$ cat src/bridge_dither_pkg.sv
// Constants of the bridge dither controller.
// Assumes a single 40 MHz measurement clock domain.
package bridge_dither_pkg;

    // ------------------------------------------------------------
    // Register addresses
    // ------------------------------------------------------------
    localparam logic [3:0] ADDR_CONTROL = 4'h0;
    localparam logic [3:0] ADDR_PERIOD = 4'h1;
    localparam logic [3:0] ADDR_CALIB = 4'h2;
    localparam logic [3:0] ADDR_STATUS = 4'h3;
    localparam logic [3:0] ADDR_RESULT = 4'h4;
    localparam logic [3:0] ADDR_SPAN_MEAS = 4'h5;
    localparam logic [3:0] ADDR_OFFSET_1 = 4'h6;
    localparam logic [3:0] ADDR_OFFSET_2 = 4'h7;
    localparam logic [3:0] ADDR_ROUTE_DITHER = 4'h8;
    localparam logic [3:0] ADDR_MATH_MODE = 4'hA;
    localparam logic [3:0] ADDR_GAIN_1 = 4'hE;
    localparam logic [3:0] ADDR_GAIN_2 = 4'hF;

    localparam int DATA_W = 24;

    // ------------------------------------------------------------
    // Field positions
    // ------------------------------------------------------------
    localparam int ROUTE_LSB = 2;
    localparam int DITHER_EN_BIT = 10;
    localparam int DITHER_SRC_LSB = 11;
    localparam int DITHER_SPAN_LSB = 13;
    localparam int QUARTER_BIT = 0;
    localparam int BRIDGE_MODE_LSB = 1;
    localparam int SINGLE_BIT = 3;
    localparam int RUN_BIT = 0;

    // ------------------------------------------------------------
    // Reset values
    // ------------------------------------------------------------
    // Logical driver n routed to port pair n (A, B, C, D)
    localparam logic [7:0] ROUTE_RESET = 8'hE4;
    localparam logic [15:0] PERIOD_RESET = 16'h0100;
    localparam logic [15:0] LFSR_SEED = 16'hACE1;
    localparam logic [15:0] LFSR_TAPS = 16'hB400;
    localparam logic [23:0] GAIN_ONE = 24'h010000;

    // ------------------------------------------------------------
    // Encodings and arithmetic constants
    // ------------------------------------------------------------
    localparam logic [1:0] PAIR_A = 2'h0;
    localparam logic [1:0] PAIR_B = 2'h1;
    localparam logic [1:0] PAIR_C = 2'h2;
    localparam logic [1:0] PAIR_D = 2'h3;
    localparam logic [1:0] SRC_EACH_CYCLE = 2'h0;
    localparam logic [1:0] SRC_EIGHTH_CYCLE = 2'h1;
    localparam logic [3:0] CALIB_MAX = 4'hF;
    localparam logic [19:0] PPM_SCALE = 20'hF4240;
    localparam int GAIN_FRAC = 16;
    localparam int OFFSET_FRAC = 8;
    localparam int DIV_W = 46;
    localparam logic [5:0] DIV_STEPS = 6'h2E;

    typedef enum logic [1:0] {
        BRIDGE_HALF = 2'h0,
        BRIDGE_FULL = 2'h1,
        BRIDGE_DOUBLE = 2'h2,
        BRIDGE_HALF_QUAD = 2'h3
    } bridge_mode_type;

    typedef enum logic [4:0] {
        ST_IDLE = 5'b00001,
        ST_CYCLE = 5'b00010,
        ST_WAIT_MEAS = 5'b00100,
        ST_DIVIDE = 5'b01000,
        ST_COMP = 5'b10000
    } seq_state_type;

endpackage

$ cat src/bridge_dither_ctrl.sv
// Port routing, calibration interval, ratio math with span/offset
// compensation, and pseudo-random dither of the cycle period.
// Assumes strobed front-end time counts on this clock and an
// asynchronous start trigger pin.
//
// Contract
// - Interval field 0..15 sets cycles between converter calibrations.
// - Four two-bit routing fields in register 8 pick each driver's pair.
// - Routing code 00 is pair A, 01 B, 10 C, 11 D.
// - Reset maps each routing field to its same-position pair.
// - Any routing combination, even all equal, is harmless.
// - Half-bridge result is 10^6 (a-b)/(a+b).
// - Quarter bit in register 10 gives 10^6 (a-ref)/(2 ref).
// - Single mode stops after each measurement until a new trigger.
// - Dither enable in register 8 turns on period perturbation.
// - Dither source: 0 every cycle, 1 every eighth, 2 or 3 each interrupt.
// - Dither span 0,4,8,16 cycles, added to the cycle period.
// - Measured span resistor is scaled by gain registers.
// - Offset kept apart from span scaling and span resistor; the code subtracts it before the span scale multiply, so it is scaled too.
// - Compensation applies in every full-bridge mode.
// - Double bridge uses per-bridge factors; half modes none.
`timescale 1ns/10ps
`default_nettype none

module bridge_dither_ctrl
    import bridge_dither_pkg::*;
(
    input wire logic ref_clk_i,
    input wire logic nrst_i,
    input wire logic [3:0] reg_addr_i,
    input wire logic [23:0] reg_wdata_i,
    input wire logic reg_write_i,
    input wire logic reg_read_i,
    output logic [23:0] reg_rdata_o,
    input wire logic start_trig_i,
    input wire logic meas_valid_i,
    input wire logic [23:0] meas_first_i,
    input wire logic [23:0] meas_second_i,
    input wire logic [15:0] span_meas_i,
    output logic [7:0] driver_route_o,
    output logic cycle_tick_o,
    output logic calib_req_o,
    output logic result_valid_o,
    output logic [23:0] result_o
);

    // ------------------------------------------------------------
    // Registers
    // ------------------------------------------------------------
    logic run;
    logic [15:0] cycle_period_count;
    logic [3:0] calib_interval;
    logic [7:0] driver_route;
    logic dither_enable;
    logic [1:0] dither_update_source;
    logic [1:0] dither_span;
    logic quarter_bridge;
    bridge_mode_type bridge_mode;
    logic single_conv;
    logic [23:0] gain_1;
    logic [23:0] gain_2;
    logic [23:0] offset_1;
    logic [23:0] offset_2;
    logic [23:0] span_latched;

    // every combination is stored as written
    always_ff @(posedge ref_clk_i or negedge nrst_i) begin
        if (!nrst_i) begin
            run <= 1'b0;
            cycle_period_count <= PERIOD_RESET;
            calib_interval <= 4'h0;
            driver_route <= ROUTE_RESET;
            dither_enable <= 1'b0;
            dither_update_source <= SRC_EACH_CYCLE;
            dither_span <= 2'h0;
            quarter_bridge <= 1'b0;
            bridge_mode <= BRIDGE_HALF;
            single_conv <= 1'b0;
            gain_1 <= GAIN_ONE;
            gain_2 <= GAIN_ONE;
            offset_1 <= 24'h000000;
            offset_2 <= 24'h000000;
        end else if (reg_write_i) begin
            case (reg_addr_i)
                ADDR_CONTROL: run <= reg_wdata_i[RUN_BIT];
                ADDR_PERIOD: cycle_period_count <= reg_wdata_i[15:0];
                ADDR_CALIB: calib_interval <= reg_wdata_i[3:0];
                ADDR_ROUTE_DITHER: begin
                    driver_route <= reg_wdata_i[ROUTE_LSB +: 8];
                    dither_enable <= reg_wdata_i[DITHER_EN_BIT];
                    dither_update_source <= reg_wdata_i[DITHER_SRC_LSB +: 2];
                    dither_span <= reg_wdata_i[DITHER_SPAN_LSB +: 2];
                end
                ADDR_MATH_MODE: begin
                    quarter_bridge <= reg_wdata_i[QUARTER_BIT];
                    bridge_mode <= bridge_mode_type'(reg_wdata_i[BRIDGE_MODE_LSB +: 2]);
                    single_conv <= reg_wdata_i[SINGLE_BIT];
                end
                ADDR_OFFSET_1: offset_1 <= reg_wdata_i;
                ADDR_OFFSET_2: offset_2 <= reg_wdata_i;
                ADDR_GAIN_1: gain_1 <= reg_wdata_i;
                ADDR_GAIN_2: gain_2 <= reg_wdata_i;
                default: ;
            endcase
        end
    end

    // ------------------------------------------------------------
    // Port pair routing
    // ------------------------------------------------------------
    // Field n routes driver n
    always_ff @(posedge ref_clk_i or negedge nrst_i) begin
        if (!nrst_i) begin
            driver_route_o <= ROUTE_RESET;
        end else begin
            driver_route_o <= driver_route;
        end
    end

    // ------------------------------------------------------------
    // Start trigger synchroniser
    // ------------------------------------------------------------
    logic trig_meta;
    logic trig_sync;
    logic trig_prev;
    logic trig_rise;

    always_ff @(posedge ref_clk_i or negedge nrst_i) begin
        if (!nrst_i) begin
            trig_meta <= 1'b0;
            trig_sync <= 1'b0;
            trig_prev <= 1'b0;
        end else begin
            trig_meta <= start_trig_i;
            trig_sync <= trig_meta;
            trig_prev <= trig_sync;
        end
    end

    assign trig_rise = trig_sync & ~trig_prev;

    // ------------------------------------------------------------
    // Sequencer
    // ------------------------------------------------------------
    seq_state_type state;
    logic [16:0] cycle_cnt;
    logic [16:0] cycle_limit;
    logic [4:0] dither_value;
    logic cycle_end;
    logic div_done;
    logic [5:0] div_cnt;

    assign cycle_limit = {1'b0, cycle_period_count} + {12'h000, dither_value};
    assign cycle_end = (state == ST_CYCLE) && (cycle_cnt >= cycle_limit);
    assign div_done = (div_cnt == 6'h00);

    always_ff @(posedge ref_clk_i or negedge nrst_i) begin
        if (!nrst_i) begin
            state <= ST_IDLE;
        end else begin
            case (state)
                ST_IDLE: begin
                    // single mode only leaves idle on a fresh trigger
                    if (run && (!single_conv || trig_rise)) begin
                        state <= ST_CYCLE;
                    end
                end
                ST_CYCLE: if (cycle_end) state <= ST_WAIT_MEAS;
                ST_WAIT_MEAS: if (meas_valid_i) state <= ST_DIVIDE;
                ST_DIVIDE: if (div_done) state <= ST_COMP;
                ST_COMP: begin
                    if (run && !single_conv) begin
                        state <= ST_CYCLE;
                    end else begin
                        state <= ST_IDLE;
                    end
                end
                default: state <= ST_IDLE;
            endcase
        end
    end

    always_ff @(posedge ref_clk_i or negedge nrst_i) begin
        if (!nrst_i) begin
            cycle_cnt <= 17'h00000;
        end else if (state == ST_CYCLE && !cycle_end) begin
            cycle_cnt <= cycle_cnt + 17'h00001;
        end else begin
            cycle_cnt <= 17'h00000;
        end
    end

    always_ff @(posedge ref_clk_i or negedge nrst_i) begin
        if (!nrst_i) begin
            cycle_tick_o <= 1'b0;
        end else begin
            cycle_tick_o <= cycle_end;
        end
    end

    // ------------------------------------------------------------
    // Calibration interval
    // ------------------------------------------------------------
    logic [3:0] calib_cnt;
    logic [3:0] calib_last;
    logic calib_due;

    // Code n means n+1 cycles, except 15
    assign calib_last = (calib_interval == CALIB_MAX) ? (CALIB_MAX - 4'h1) : calib_interval;
    assign calib_due = (calib_cnt >= calib_last);

    always_ff @(posedge ref_clk_i or negedge nrst_i) begin
        if (!nrst_i) begin
            calib_cnt <= 4'h0;
            calib_req_o <= 1'b0;
        end else begin
            calib_req_o <= cycle_end && calib_due;
            if (cycle_end) begin
                calib_cnt <= calib_due ? 4'h0 : calib_cnt + 4'h1;
            end
        end
    end

    // ------------------------------------------------------------
    // Dither generator
    // ------------------------------------------------------------
    logic [15:0] lfsr;
    logic [2:0] eighth_cnt;
    logic dither_step;
    logic result_event;

    always_comb begin
        case (dither_update_source)
            SRC_EACH_CYCLE: dither_step = cycle_end;
            SRC_EIGHTH_CYCLE: dither_step = cycle_end && (eighth_cnt == 3'h7);
            default: dither_step = result_event;
        endcase
    end

    always_ff @(posedge ref_clk_i or negedge nrst_i) begin
        if (!nrst_i) begin
            eighth_cnt <= 3'h0;
            lfsr <= LFSR_SEED;
        end else begin
            if (cycle_end) begin
                eighth_cnt <= eighth_cnt + 3'h1;
            end
            if (dither_enable && dither_step) begin
                lfsr <= (lfsr >> 1) ^ (lfsr[0] ? LFSR_TAPS : 16'h0000);
            end
        end
    end

    // Span codes 1..3 allow 0..3, 0..7 and 0..15 extra cycles
    always_ff @(posedge ref_clk_i or negedge nrst_i) begin
        if (!nrst_i) begin
            dither_value <= 5'h00;
        end else if (!dither_enable) begin
            dither_value <= 5'h00;
        end else if (state != ST_CYCLE) begin
            case (dither_span)
                2'h1: dither_value <= {3'h0, lfsr[1:0]};
                2'h2: dither_value <= {2'h0, lfsr[2:0]};
                2'h3: dither_value <= {1'h0, lfsr[3:0]};
                default: dither_value <= 5'h00;
            endcase
        end
    end

    // ------------------------------------------------------------
    // Ratio divider
    // ------------------------------------------------------------
    logic signed [25:0] numer;
    logic [25:0] denom;
    logic [25:0] numer_mag;
    logic [DIV_W-1:0] dvd;
    logic [25:0] rem;
    logic [25:0] den_hold;
    logic neg_hold;
    logic second_bridge;
    logic [26:0] trial;

    always_comb begin
        if (quarter_bridge) begin
            numer = $signed({2'b00, meas_first_i}) - $signed({2'b00, meas_second_i});
            denom = {1'b0, meas_second_i, 1'b0};
        end else begin
            numer = $signed({2'b00, meas_first_i}) - $signed({2'b00, meas_second_i});
            denom = {2'b00, meas_first_i} + {2'b00, meas_second_i};
        end
        numer_mag = numer[25] ? 26'(-numer) : 26'(numer);
    end

    assign trial = {rem, dvd[DIV_W-1]} - {1'b0, den_hold};

    always_ff @(posedge ref_clk_i or negedge nrst_i) begin
        if (!nrst_i) begin
            dvd <= '0;
            rem <= 26'h0000000;
            den_hold <= 26'h0000000;
            neg_hold <= 1'b0;
            div_cnt <= 6'h00;
        end else if (state == ST_WAIT_MEAS && meas_valid_i) begin
            dvd <= DIV_W'(numer_mag * PPM_SCALE);
            rem <= 26'h0000000;
            den_hold <= (denom == 26'h0000000) ? 26'h0000001 : denom;
            neg_hold <= numer[25];
            div_cnt <= DIV_STEPS;
        end else if (state == ST_DIVIDE && !div_done) begin
            div_cnt <= div_cnt - 6'h01;
            if (!trial[26]) begin
                rem <= trial[25:0];
                dvd <= {dvd[DIV_W-2:0], 1'b1};
            end else begin
                rem <= {rem[24:0], dvd[DIV_W-1]};
                dvd <= {dvd[DIV_W-2:0], 1'b0};
            end
        end
    end

    // ------------------------------------------------------------
    // Span and offset compensation
    // ------------------------------------------------------------
    logic signed [24:0] raw_ppm;
    logic full_mode;
    logic [39:0] span_prod;
    logic [23:0] span_scale;
    logic signed [32:0] offset_ppm;
    logic signed [32:0] zeroed;
    logic signed [57:0] scaled;
    logic [23:0] comp_result;

    assign raw_ppm = neg_hold ? -$signed({1'b0, dvd[23:0]}) : $signed({1'b0, dvd[23:0]});
    assign full_mode = (bridge_mode == BRIDGE_FULL) || (bridge_mode == BRIDGE_DOUBLE);
    assign span_prod = {24'h000000, span_latched[15:0]} * (second_bridge ? gain_2 : gain_1);
    assign span_scale = span_prod[GAIN_FRAC +: 24];
    assign offset_ppm = 33'($signed(second_bridge ? offset_2 : offset_1)) >>> OFFSET_FRAC;
    assign zeroed = 33'(raw_ppm) - offset_ppm;
    assign scaled = 58'(zeroed) * $signed({1'b0, span_scale});
    assign comp_result = full_mode ? scaled[GAIN_FRAC +: 24] : raw_ppm[23:0];

    always_ff @(posedge ref_clk_i or negedge nrst_i) begin
        if (!nrst_i) begin
            span_latched <= 24'h000000;
            second_bridge <= 1'b0;
        end else begin
            if (state == ST_WAIT_MEAS && meas_valid_i) begin
                span_latched <= {8'h00, span_meas_i};
            end
            if (state == ST_COMP) begin
                second_bridge <= (bridge_mode == BRIDGE_DOUBLE) && !second_bridge;
            end
        end
    end

    assign result_event = (state == ST_COMP);

    always_ff @(posedge ref_clk_i or negedge nrst_i) begin
        if (!nrst_i) begin
            result_o <= 24'h000000;
            result_valid_o <= 1'b0;
        end else begin
            result_valid_o <= result_event;
            if (result_event) begin
                result_o <= comp_result;
            end
        end
    end

    // ------------------------------------------------------------
    // Register read port
    // ------------------------------------------------------------
    always_ff @(posedge ref_clk_i or negedge nrst_i) begin
        if (!nrst_i) begin
            reg_rdata_o <= 24'h000000;
        end else if (reg_read_i) begin
            case (reg_addr_i)
                ADDR_CONTROL: reg_rdata_o <= {23'h000000, run};
                ADDR_PERIOD: reg_rdata_o <= {8'h00, cycle_period_count};
                ADDR_CALIB: reg_rdata_o <= {20'h00000, calib_interval};
                ADDR_STATUS: reg_rdata_o <= {9'h000, dither_value, second_bridge,
                                             calib_cnt, state};
                ADDR_RESULT: reg_rdata_o <= result_o;
                ADDR_SPAN_MEAS: reg_rdata_o <= span_latched;
                ADDR_OFFSET_1: reg_rdata_o <= offset_1;
                ADDR_OFFSET_2: reg_rdata_o <= offset_2;
                ADDR_ROUTE_DITHER: reg_rdata_o <= {9'h000, dither_span, dither_update_source,
                                                   dither_enable, driver_route, 2'h0};
                ADDR_MATH_MODE: reg_rdata_o <= {20'h00000, single_conv, bridge_mode,
                                                quarter_bridge};
                ADDR_GAIN_1: reg_rdata_o <= gain_1;
                ADDR_GAIN_2: reg_rdata_o <= gain_2;
                default: reg_rdata_o <= 24'h000000;
            endcase
        end else begin
            reg_rdata_o <= 24'h000000;
        end
    end

endmodule // bridge_dither_ctrl

`default_nettype wire

$ cat config.mk
export PLATFORM = sky130hd
export DESIGN_NAME = bridge_dither_ctrl
export DESIGN_NICKNAME = d
export VERILOG_FILES = /design/src/bridge_dither_pkg.sv /design/src/bridge_dither_ctrl.sv
export SDC_FILE = /design/constraint.sdc
export NUM_CORES = 2
export LEC_CHECK = 0
export BUFFER_PORTS_ARGS = -buffer_cell sky130_fd_sc_hd__buf_4
export CORE_ASPECT_RATIO = 0.8
export CORE_MARGIN = 3
export CORE_UTILIZATION = 62
export DETAILED_ROUTE_END_ITERATION = 10
export PLACE_DENSITY = 0.79
export RECOVER_POWER = 50
export SETUP_SLACK_MARGIN = 0.05
export SYNTH_ARGS = -nofsm -noshare
export SYNTH_HDL_FRONTEND = slang
export SYNTH_SLANG_ARGS = --single-unit
export TNS_END_PERCENT = 20
$ cat constraint.sdc
create_clock -name ref_clk_i -period 21.7 [get_ports ref_clk_i]
set_input_delay 4.34 -clock ref_clk_i [delete_from_list [all_inputs] [get_ports ref_clk_i]]
set_output_delay 4.34 -clock ref_clk_i [all_outputs]
set_load 0.005 [all_outputs]
==> impl_metrics.tcl <==
set metrics [dict create \
    status "finished, violations left" \
    violations "capacitance limit, slew limit" \
    tightest_slew_ns 8.562 \
    crit_path_end_kind "async pin" \
    die_area_um2 97210 \
    synth.most_common_cell "inv_1" \
    hpwlAfterDp_mm 125.9 \
    rsz0062_at_grt "no" \
    critPathLaunchType "input pin" \
    nets 7888 \
    fmax_mhz 62.84 \
    grt_overflow_total 0 \
    start_util_pct 63.06 \
    ioPinCount 157 \
    place_inst 7527 \
    maxSlewHeadroom_pct -470.8 \
    core_um2 91910 \
    cts.repair.resized 0 \
    cts_max_level 2 \
    track_usage_pct 33.27 \
    gp_congestion 0.9629 \
    ys_seq_area_share_pct 15.85 \
    grt_pass1_wl_mm 255.3 \
    remaining_drc_errors 0 \
    finalCriticalPeriod_ns 15.91 \
    setup_viol 0 \
    antenna_found_initial 3 \
    grt_start_max_net_pins 167 \
    crit_path_cell_trace "clkbuf_1, clkbuf_1" \
    antennaDiodeCount 0 \
    drive_above_1_share_pct 8.799 \
    drt_iter0_markers 4215 \
    ys_ff_latch 366 \
    wl_mm 158.3 \
    cap_violations 5 \
    numClockSinks 366 \
    critPathMaxStageDelay_ns 6.23 \
    ys_top_cells_by_count "1216 x inv_1, 944 x fa_1, 767 x nand2_1" \
    rows 99 \
    synth_area_um2 57960 \
    async_flop_share_pct 100.0 \
    critPathKind "input pin to async pin" \
    clock_latency_ns 0.57 \
    io_buffers 156 \
    path_clk_slew_ns 0.07 \
    syn_area_per_cell_um2 9.166 \
    cp_slowest_cell "clkbuf_1" \
    final-instance-count-excl-fill 7588 \
    arrival_ns 13.76 \
    firstDrtPassIters 8 \
    ys_types 83 \
    timing.critical_path.buf_inv 2 \
    yosys.area.top_type "fa_1" \
    synthCells 6323 \
    synth.top_cells.by_area "fa_1 33%, dfrtp_1 15%, ha_1 11%, inv_1 7.9%, nand2_1 5.0%" \
    cts.path.max_buffers 3 \
    vias 44980 \
    chipHeight_um 279.5 \
    setup_tns_ns 0 \
    cp_top_family "buffers and inverters" \
    hold_viol 0 \
    cts-root-buf "clkbuf_16" \
    cts_buffers 35 \
    vias_per_cell 5.927 \
    report.final.slew_viol_count 378 \
    critical_path.max_fanout 166 \
    synth_edf_count 0 \
    die_x_um 347.8 \
    hold_class "flip-flop to flip-flop" \
    grt_pass1_vias 46520 \
    cp.required_ns 19.55 \
    synth_top_area_share_pct 32.61 \
    areaGrowthSynthToFinish_pct 6.498 \
    cts_setup_buffers 0 \
    ys.warnings.count 0 \
    holdBufCountCts 0 \
    synthFlopType "dfrtp_1" \
    cts_tree "yes" \
    ant_nets 0 \
    path_common_cell "clkbuf_1" \
    wl_per_cell_um 20.86 \
    finalCritPeriodShare_pct 73.33 \
    skew_ns 0.02133 \
]
[per-stage QoR]
step                      util (%)  hold slack, ns  cell area [um2]  setup WS, ns
after floorplan                  -          0.3312            57980         7.912
after global placement       65.92          0.3353            60590         6.853
after detailed placement     65.92          0.3347            60590         6.581
after CTS                    67.23          0.3495            61790         6.735
after global routing         67.16          0.3607            61720         3.626
final                        67.16          0.3496            61720         5.787
[cell type report]
class                   instances  area, um2
clock buffers                  42      932.1
clock inverters                19      269.0
fillers                      7153      30190
inverters                    1216       4564
multi-input cells            4488      43450
flip-flops and latches        366       9185
well taps                    1212       1516
repair buffers                245       1805
[final timing paths]
kind,start,endpoint,slack (ns),cells after the start
max in group ref_clk_i,second_bridge,result_o[22],6.63,51
worst min register to register,trig_meta,trig_sync,0.35,0
worst max-delay path,nrst_i,second_bridge,5.79,2
worst min-delay path,trig_meta,trig_sync,0.35,0
worst max register to register,second_bridge,result_o[22],6.63,51
min in group asynchronous,nrst_i,reg_rdata_o[6],5.32,1
[cell families after synthesis]
logic type | Yosys count | synth area share (%)
compound gates | 780 | 8.780
xor+xnor | 291 | 4.495
fa+ha+maj | 1438 | 43.27
buf+inv | 1475 | 9.574
flops | 366 | 15.85
mux | 241 | 4.553
other cells | 2 | 0.01296
simple gates | 1730 | 13.47
[layer usage]
layer | vias to the layer above | wire length [um] | track usage [%]
met5 | - | 21 | 0
met2 | 2228 | 69930 | 51.29
met3 | 403 | 18970 | 9.501
met4 | 4 | 5542 | 9.886
li1 | 19820 | - | -
met1 | 22520 | 63790 | 46.19
[cell usage in the layout (no fill, tap or decap), types with 76 or more instances in the layout]
cell type	instances
a21o_1	76
a21oi_1	180
and2_1	169
buf_4	227
dfrtp_1	345
fa_1	944
ha_1	494
inv_1	1216
mux2_2	181
nand2_1	767
nor2_1	411
o21ai_0	208
xnor2_1	155
xor2_1	114
[sequential cells by signal, indices dropped and copies added (netlist names), 16 cells and up]
signal              count
gain_2                 24
cycle_cnt              17
reg_rdata_o            24
rem                    26
result_o               24
offset_1               24
gain_1                 24
offset_2               24
lfsr                   16
den_hold               25
dvd                    46
span_latched           16
cycle_period_count     16
Power is left out: the tool's default activity adds up to more than one toggle a clock period on the data nets, which glitch-free logic cannot reach.
